==> config.mk <==
export PLATFORM = sky130hd
export DESIGN_NAME = averaging_decimator
export DESIGN_NICKNAME = d
export VERILOG_FILES = /design/src/hdl/avg_pkg.sv /design/src/hdl/two_entry_buffer.sv /design/src/hdl/averaging_decimator.sv
export VERILOG_INCLUDE_DIRS = /design/src /design/src/hdl
export SDC_FILE = /design/constraint.sdc
export NUM_CORES = 1
export LEC_CHECK = 0
export BUFFER_PORTS_ARGS = -buffer_cell sky130_fd_sc_hd__buf_4
export CORE_MARGIN = 2
export CORE_UTILIZATION = 61
export DETAILED_ROUTE_END_ITERATION = 6
export PLACE_DENSITY = 0.81
export SLEW_MARGIN = 20
export SYNTH_ARGS = -nofsm -noshare
export SYNTH_HDL_FRONTEND = slang
export SYNTH_SLANG_ARGS = --single-unit
==> constraint.sdc <==
create_clock -name clk_i -period 9.8 [get_ports clk_i]
set_clock_uncertainty 0.15 [all_clocks]
set_input_delay 0.98 -clock clk_i [delete_from_list [all_inputs] [get_ports clk_i]]
set_output_delay 0.98 -clock clk_i [all_outputs]
set_load 0.02 [all_outputs]
==> src/hdl/avg_cfg.svh <==
`ifndef AVG_CFG_SVH
`define AVG_CFG_SVH

`define AVG_WORD_W      32
`define AVG_ACC_W       64
`define AVG_N_W         24
`define AVG_EDGE_W      5
`define AVG_MAX_SHIFT   14
`define AVG_SHIFT_W     4
`define AVG_TERM_EDGES  5'h14
`define AVG_COUNT_W     14
`define AVG_COUNT_SAT   14'h3FFF
`define AVG_N_MAX       24'h004000
`define AVG_N_ONE       24'h000001
`define AVG_CFG_W       8
`define AVG_CFG_WORD    8'h5A
`define AVG_OUT_W       54
`define AVG_POS_FULL    32'h7FFFFFFF
`define AVG_NEG_FULL    32'h80000000

`endif

==> src/hdl/avg_pkg.sv <==
`include "avg_cfg.svh"

package avg_pkg;

    typedef logic [`AVG_WORD_W-1:0] word_t;

    typedef struct packed {
        logic [1:0][`AVG_WORD_W-1:0] mem;
        logic                        wr_ptr;
        logic                        rd_ptr;
        logic [1:0]                  count;
    } buf_state_s;

    typedef struct packed {
        logic                        start_meta;
        logic                        start_sync;
        logic                        start_prev;
        logic                        sck_meta;
        logic                        sck_sync;
        logic                        sck_prev;
        logic                        busy;
        logic                        reading;
        logic                        load;
        logic [`AVG_EDGE_W-1:0]      edge_cnt;
        logic [`AVG_ACC_W-1:0]       acc;
        logic [`AVG_N_W-1:0]         n;
        logic [`AVG_WORD_W-1:0]      result;
        logic [`AVG_WORD_W-1:0]      filtered;
        logic [`AVG_OUT_W-1:0]       shreg;
    } filt_state_s;

endpackage : avg_pkg

==> src/hdl/two_entry_buffer.sv <==
`timescale 1ns/1ns
`include "avg_cfg.svh"

module two_entry_buffer
    import avg_pkg::*;
(
    input  wire logic  clk_i,
    input  wire logic  rst_i,
    input  wire logic  in_valid_i,
    output logic       in_ready_o,
    input  wire word_t in_data_i,
    output logic       out_valid_o,
    input  wire logic  out_ready_i,
    output word_t      out_data_o
);

    buf_state_s st;
    buf_state_s next_st;
    logic       push;
    logic       pop;

    assign in_ready_o  = (st.count != 2'h2);
    assign out_valid_o = (st.count != 2'h0);
    assign out_data_o  = st.mem[st.rd_ptr];
    assign push        = in_valid_i & in_ready_o;
    assign pop         = out_valid_o & out_ready_i;

    always_comb
    begin
        next_st = st;
        if (push)
        begin
            next_st.mem[st.wr_ptr] = in_data_i;
            next_st.wr_ptr         = ~st.wr_ptr;
        end
        if (pop)
        begin
            next_st.rd_ptr = ~st.rd_ptr;
        end
        if (push && !pop)
        begin
            next_st.count = st.count + 2'h1;
        end
        else if (pop && !push)
        begin
            next_st.count = st.count - 2'h1;
        end
    end

    always_ff @(posedge clk_i or posedge rst_i)
    begin
        if (rst_i)
        begin
            st <= '0;
        end
        else
        begin
            st <= next_st;
        end
    end

endmodule : two_entry_buffer

==> src/hdl/averaging_decimator.sv <==
// Contract
// - block of one: each cycle's newest result lands in the filtered register.
// - ready strobe marks each result update and equals converter busy.
// - results keep accumulating until a read; a read restarts the average.
// - any block size 1 to 16384, set only by read initiation rate.
// - output is sum divided by smallest power of two not below N.
// - non power of two N stays scaled by N/M, uncorrected.
// - divisor stops at 16384; accumulation continues, output saturates at full scale.
// - cycle with 1 to 19 shift edges leaves filtered register unchanged.
// - first shift edge after a terminated read starts a read, resets filter.
// - cycle with 0 or over 19 edges terminates read, resumes updates.
// - average covers conversions completed between two read initiations.
// - zero-edge cycle terminates read at its conversion completion, then updates.
// - 14-bit count field is samples minus one, saturating at 16383.
// - result register holds newest 32-bit result, sampled when taken from the buffer.
`timescale 1ns/1ns
`include "avg_cfg.svh"

module averaging_decimator
    import avg_pkg::*;
(
    input  wire logic  clk_i,
    input  wire logic  rst_i,
    input  wire logic  conv_start_i,
    input  wire logic  conv_valid_i,
    output logic       conv_ready_o,
    input  wire word_t conv_data_i,
    input  wire logic  filtered_shift_clock_i,
    output logic       filtered_serial_out_o,
    output logic       filter_ready_strobe_o
);

    filt_state_s                       st;
    filt_state_s                       next_st;
    logic                              drain_valid;
    logic                              drain_ready;
    word_t                             drain_data;
    logic                              start_rise;
    logic                              sck_rise;
    logic                              pop;
    logic                              term;
    logic                              partial;
    logic                              pos_over;
    logic signed [`AVG_ACC_W-1:0]      acc_new;
    logic [`AVG_N_W-1:0]               n_new;
    logic [`AVG_SHIFT_W-1:0]           shift_c;
    logic signed [`AVG_ACC_W-1:0]      scaled_c;
    word_t                             avg_c;
    logic [`AVG_COUNT_W-1:0]           count_c;
    logic [`AVG_N_W-1:0]               n_less;

    localparam logic signed [`AVG_ACC_W-1:0] POS_LIM =
        `AVG_ACC_W'($signed(`AVG_POS_FULL));
    localparam logic signed [`AVG_ACC_W-1:0] NEG_LIM =
        `AVG_ACC_W'($signed(`AVG_NEG_FULL));

    // results from the core wait here while the filter stalls
    two_entry_buffer u_buf (
        .clk_i       (clk_i),
        .rst_i       (rst_i),
        .in_valid_i  (conv_valid_i),
        .in_ready_o  (conv_ready_o),
        .in_data_i   (conv_data_i),
        .out_valid_o (drain_valid),
        .out_ready_i (drain_ready),
        .out_data_o  (drain_data)
    );

    assign drain_ready           = ~st.load;
    assign start_rise            = st.start_sync & ~st.start_prev;
    assign sck_rise              = st.sck_sync & ~st.sck_prev;
    assign pop                   = drain_valid & drain_ready;
    assign term                  = (st.edge_cnt == '0) || (st.edge_cnt >= `AVG_TERM_EDGES);
    assign partial               = ~term;
    assign filter_ready_strobe_o = st.busy;
    assign filtered_serial_out_o = st.shreg[`AVG_OUT_W-1];

    // running sum including the result being taken now
    always_comb
    begin
        acc_new = $signed(st.acc) + `AVG_ACC_W'($signed(drain_data));
        n_new   = (st.n == '1) ? st.n : st.n + `AVG_N_ONE;
    end

    // divisor exponent: smallest power of two not below n, capped
    always_comb
    begin
        shift_c = '0;
        for (int i = 0; i < `AVG_MAX_SHIFT; i++)
        begin
            if (n_new > (`AVG_N_ONE << i))
            begin
                shift_c = `AVG_SHIFT_W'(i + 1);
            end
        end
        scaled_c = acc_new >>> shift_c;
        pos_over = scaled_c > POS_LIM;
        if (pos_over)
        begin
            avg_c = `AVG_POS_FULL;
        end
        else if (scaled_c < NEG_LIM)
        begin
            avg_c = `AVG_NEG_FULL;
        end
        else
        begin
            avg_c = scaled_c[`AVG_WORD_W-1:0];
        end
        n_less = n_new - `AVG_N_ONE;
        if (n_new > `AVG_N_MAX)
        begin
            count_c = `AVG_COUNT_SAT;
        end
        else
        begin
            count_c = n_less[`AVG_COUNT_W-1:0];
        end
    end

    always_comb
    begin
        logic reading_now;
        logic reloaded;
        reading_now        = st.reading;
        reloaded           = 1'b0;
        next_st            = st;
        next_st.start_meta = conv_start_i;
        next_st.start_sync = st.start_meta;
        next_st.start_prev = st.start_sync;
        next_st.sck_meta   = filtered_shift_clock_i;
        next_st.sck_sync   = st.sck_meta;
        next_st.sck_prev   = st.sck_sync;
        next_st.load       = 1'b0;
        if (start_rise)
        begin
            next_st.busy = 1'b1;
        end
        if (pop)
        begin
            next_st.busy     = 1'b0;
            next_st.result   = drain_data;
            next_st.acc      = acc_new;
            next_st.n        = n_new;
            next_st.edge_cnt = '0;
            if (term)
            begin
                // read over: newest average into the filtered register
                next_st.reading  = 1'b0;
                next_st.load     = 1'b1;
                next_st.filtered = avg_c;
                next_st.shreg    = {avg_c, `AVG_CFG_WORD, count_c};
                reading_now      = 1'b0;
                reloaded         = 1'b1;
            end
        end
        if (sck_rise)
        begin
            if (next_st.edge_cnt < `AVG_TERM_EDGES)
            begin
                next_st.edge_cnt = next_st.edge_cnt + `AVG_EDGE_W'(1);
            end
            if (!reloaded)
            begin
                next_st.shreg = {st.shreg[`AVG_OUT_W-2:0], 1'b0};
            end
            if (!reading_now)
            begin
                // new read: averaging restarts after this point
                next_st.reading = 1'b1;
                next_st.acc     = '0;
                next_st.n       = '0;
            end
        end
    end

    always_ff @(posedge clk_i or posedge rst_i)
    begin
        if (rst_i)
        begin
            st <= '0;
        end
        else
        begin
            st <= next_st;
        end
    end
endmodule : averaging_decimator

==> out/qor.csv <==
stage;metric;value;unit
run_status;outcome;finished, final reports clean;
synth;average cell area after synthesis;8.12;µm²
synth;count of state elements after synthesis;224;
die;I/O pin cnt;40;
timing;upper clock frequency limit;0.119;GHz
worst_setup_path;arrival time at the worst endpoint;8.66;ns
worst_setup_path;Max stage delay cell, worst path;nand4_2;
synth;sequential fraction of the synthesis area;29.4;%
timing;Rel. slew slack;30.1;%
clocking;count of clock tree sinks;224;
timing;period utilisation layout;85.7;%
detailed_routing;wire length after detailed routing;56700;µm
synth;mapped cell area;19000;µm²
hold_path;class of the worst hold path;reg2reg;
global_route;Total GRT Usage;33.5;%
die;area of the die;32600;µm²
worst_setup_path;critical path buffer and inverter count;2;
timing;Fin Hold WS;0.205;ns
die;Initial Utilization;62.1;%
worst_setup_path;critical setup path kind;reg2reg;
clocking;clock tree from TritonCTS;built;
synth;predominant post-synthesis flop cell;dfrtp_1;
detailed_routing;Detailed Routing Iterations Pass 1;6;
worst_setup_path;Crit Path Max Fanout;44;
worst_setup_path;cell type group with the largest total delay on the critical path;simple AND/OR/NAND/NOR gates;
clocking;post-cts resize count;0;
detailed_routing;Residual DRC;0;
synth;count of unique library cells instantiated by Yosys;103;
clocking;total CTS buffers;26;
global_route;initial antenna violation count;0;
clocking;worst-skew pair later-pin latency;0.57;ns
synth;number of flops mapped to enable cells by yosys;0;
job;max cap viols;0;
synth;Post-Syn Instances;2344;
timing;total of endpoints with negative setup slack in the final report;0;
final_layout;Ant. Diodes;0;
worst_setup_path;kind of start point of the critical path;flop;
detailed_routing;number of DRC violations after detailed-routing iteration 0;2106;
synth;net count of the mapped netlist;2452;
timing;final setup slack of the worst path;1.40;ns
timing;RSZ-0062 raised after global routing;no;
worst_setup_path;largest stage delay on the critical path;0.65;ns
die;total number of placement rows;64;
timing;Hold Fails Final Rpt;0;
global_route;number of global-route vias before repair;17200;
synth;share of synthesized flip-flops with an asynchronous set or reset;100;%
global_route;global route overflow;0;
clocking;number of post-CTS setup repair buffers;0;
global_route;pin count of the biggest net entering global routing;144;
clocking;maximum buffer depth of the clock tree;3;
timing;final critical-path required period;8.40;ns
clocking;CTS Root Buffer Type;clkbuf_16;
final_layout;layout-stage area growth over the synthesis result;6.96;%
final_layout;Filler Cells Inserted;2527;
detailed_routing;total number of vias;18400;
clocking;depth of the CTS H-tree;1;
timing;TNS Setup;0;ns
die;placeable core area;30700;µm²
synth;number of warnings reported in the yosys synthesis log;0;
place;Port Buffer Count;39;
clocking;clock input transition at the sequential cells of the worst setup and hold paths;0.07;ns
detailed_routing;mean number of vias per cell;6.87;
clocking;number of hold buffers added after cts;0;
worst_setup_path;sequence of cells on the critical path;ha_1, and4_1, nand4_2, nor2_1, xnor2_1, inv_1, ha_1, o21ai_1, nor3_1, o211ai_1, a211o_1, nor2_4, buf_4, mux2i_1, mux2i_1, a2111o_1, nor4_1, and4_1, nand4_2, o31ai_1, a21oi_1;
die;die extent in x;181;µm
detailed_routing;detailed-route wire length per cell;21.1;µm
detailed_routing;Post-DRT Antenna Nets;0;
place;weighted congestion at the end of routability-driven global placement;1.03;
worst_setup_path;data required time of the critical path;10.06;ns
timing;Final Max Tran Viols;0;
timing;Slew @ Worst Pin;1.05;ns
final_layout;ratio of cells with drive above 1 in the final layout;12.8;%
final_layout;NumNets Final;2382;
die;overall die height;181;µm
place;pre-CTS worst setup slack;1.64;ns
place;placed wire-length estimate;40100;µm
global_route;global-route wire length before repair;91000;µm
worst_setup_path;Worst setup EP type;flop;
-- synthesized netlist by cell type, types with 10 or more instances --
cell      number  area, µm²
dfrtp_1      224       5610
a21oi_1      228       1140
a31oi_1       52        325
o211ai_1      33        248
o31ai_1       39        293
buf_1         13       48.8
nand4_1       45        282
or3_1         16        100
o21ai_1       10       50.1
mux2i_1       78        781
o21bai_1      13       97.6
o21ai_0       95        475
nor4_1        11       68.8
and4_1        14        123
buf_4         12       90.1
xor2_1        41        359
o22ai_1       20        125
a21o_1        39        293
buf_2         27        135
and2_1        18        113
nor3_1        31        155
nand2_1      352       1320
a32oi_1       14        123
nor2_1       158        593
and3_1        30        188
nand3_1       95        475
clkbuf_1     118        443
ha_1          70        876
a211oi_1      33        248
o21a_1        11       82.6
xnor2_1       58        508
inv_1         28        105
mux2_2       113       1270
-- metrics by stage --
stage	util, %	instances	area [µm²]
floorplan	-	2344	19000
global placement	63.4	2641	19500
detailed placement	63.4	2641	19500
CTS	66.3	2685	20300
global route	66.4	2686	20400
finish	66.4	2686	20400
-- cells in the final DEF (no fill, tap or decap), types with 7 or more instances in the layout --
master / synthesis / layout
and4_1: 14 / 13
o21bai_1: 13 / 13
a31oi_1: 52 / 52
nor2b_1: 9 / 8
a21o_1: 39 / 39
xnor2_1: 58 / 57
o31ai_1: 39 / 39
dfrtp_1: 224 / 224
a22oi_1: 8 / 8
xor2_1: 41 / 41
ha_1: 70 / 70
a21oi_1: 228 / 226
o21ai_1: 10 / 10
and3_1: 30 / 30
or2_2: 9 / 9
mux2i_1: 78 / 78
or3_1: 16 / 16
buf_4: 12 / 73
a221oi_1: 8 / 8
nand2_1: 352 / 352
nand3_1: 95 / 95
inv_1: 28 / 26
nor4_1: 11 / 11
o211ai_1: 33 / 33
mux2_2: 113 / 113
nor3_1: 31 / 31
a21boi_0: 9 / 9
nand4_1: 45 / 45
o21ai_0: 95 / 94
o21a_1: 11 / 11
a211oi_1: 33 / 33
o22ai_1: 20 / 20
clkbuf_16: 0 / 26
a32oi_1: 14 / 14
a22o_1: 7 / 7
nor2_1: 158 / 156
and2_1: 18 / 18
a211o_1: 9 / 9
-- state kept, by name, indices dropped and copies added, names as in the netlist --
register / flops
st: 150
filtered_serial_out_o: 1
filter_ready_strobe_o: 1
u_buf.st: 68
next_st: 4
-- per-layer routing --
metal / wire length [µm] / GRT usage (%) / vias up
met5: 0 / 0 / -
met4: 1710 / 9.74 / 0
met3: 4940 / 5.05 / 126
met2: 25200 / 51.9 / 879
met1: 24800 / 48.5 / 8889
li1: - / - / 8548
-- worst reg2reg max path: cells and delay by family, from the launching register on --
| kind | cells | cell delay, ns |
|---|---|---|
| AO/OA/AOI/OAI | 6 | 2.22 |
| XOR/XNOR | 1 | 0.20 |
| adder cells (fa/ha/maj) | 2 | 0.77 |
| buffers and inverters | 2 | 0.63 |
| flip-flops | 1 | 0.56 |
| multiplexers | 2 | 0.85 |
| AND/OR/NAND/NOR | 8 | 2.89 |
-- final timing paths --
| path | startpoint | end | slack, ns | depth (start not counted) |
|---|---|---|---|---|
| hold reg to reg | next_st[218]$_DFF_PP0_ | next_st[217]$_DFF_PP0_ | 0.20 | 0 |
| min in group asynchronous | rst_i | st[147]$_DFF_PP0_ | 0.28 | 2 |
| setup / recovery | st[118]$_DFF_PP0_ | st[35]$_DFF_PP0_ | 1.40 | 21 |
| setup reg to reg | st[118]$_DFF_PP0_ | st[35]$_DFF_PP0_ | 1.40 | 21 |
| hold / removal | next_st[218]$_DFF_PP0_ | next_st[217]$_DFF_PP0_ | 0.20 | 0 |
| max in group asynchronous | rst_i | st[138]$_DFF_PP0_ | 8.12 | 3 |
-- kinds of logic (layout without fill, tap and decap cells) --
kind of cell	after synthesis	in the layout	share of synthesized area, %
DFF	224	224	29.4
adders and majority gates	71	71	4.71
and+or+nand+nor	844	844	21.3
xor gates and xnor gates	99	99	4.55
muxes	192	192	10.8
buffers and inverters	201	147	4.50
AOI/OAI and AO/OA	713	713	24.6
-- cell type report --
class / instances / area [µm²] / share of cell area, %
Clock buffer: 31 / 709 / 3.48
Clock inverter: 13 / 169 / 0.829
Inverter: 28 / 113 / 0.553
Multi-Input combinational cell: 1919 / 12700 / 62.3
Sequential cell: 224 / 5610 / 27.5
Tap cell: 396 / 495 / 2.43
Timing Repair Buffer: 75 / 587 / 2.88
Power is not shown: default switching activity piles up to over one toggle a cycle in this logic, so the estimate is an artifact.
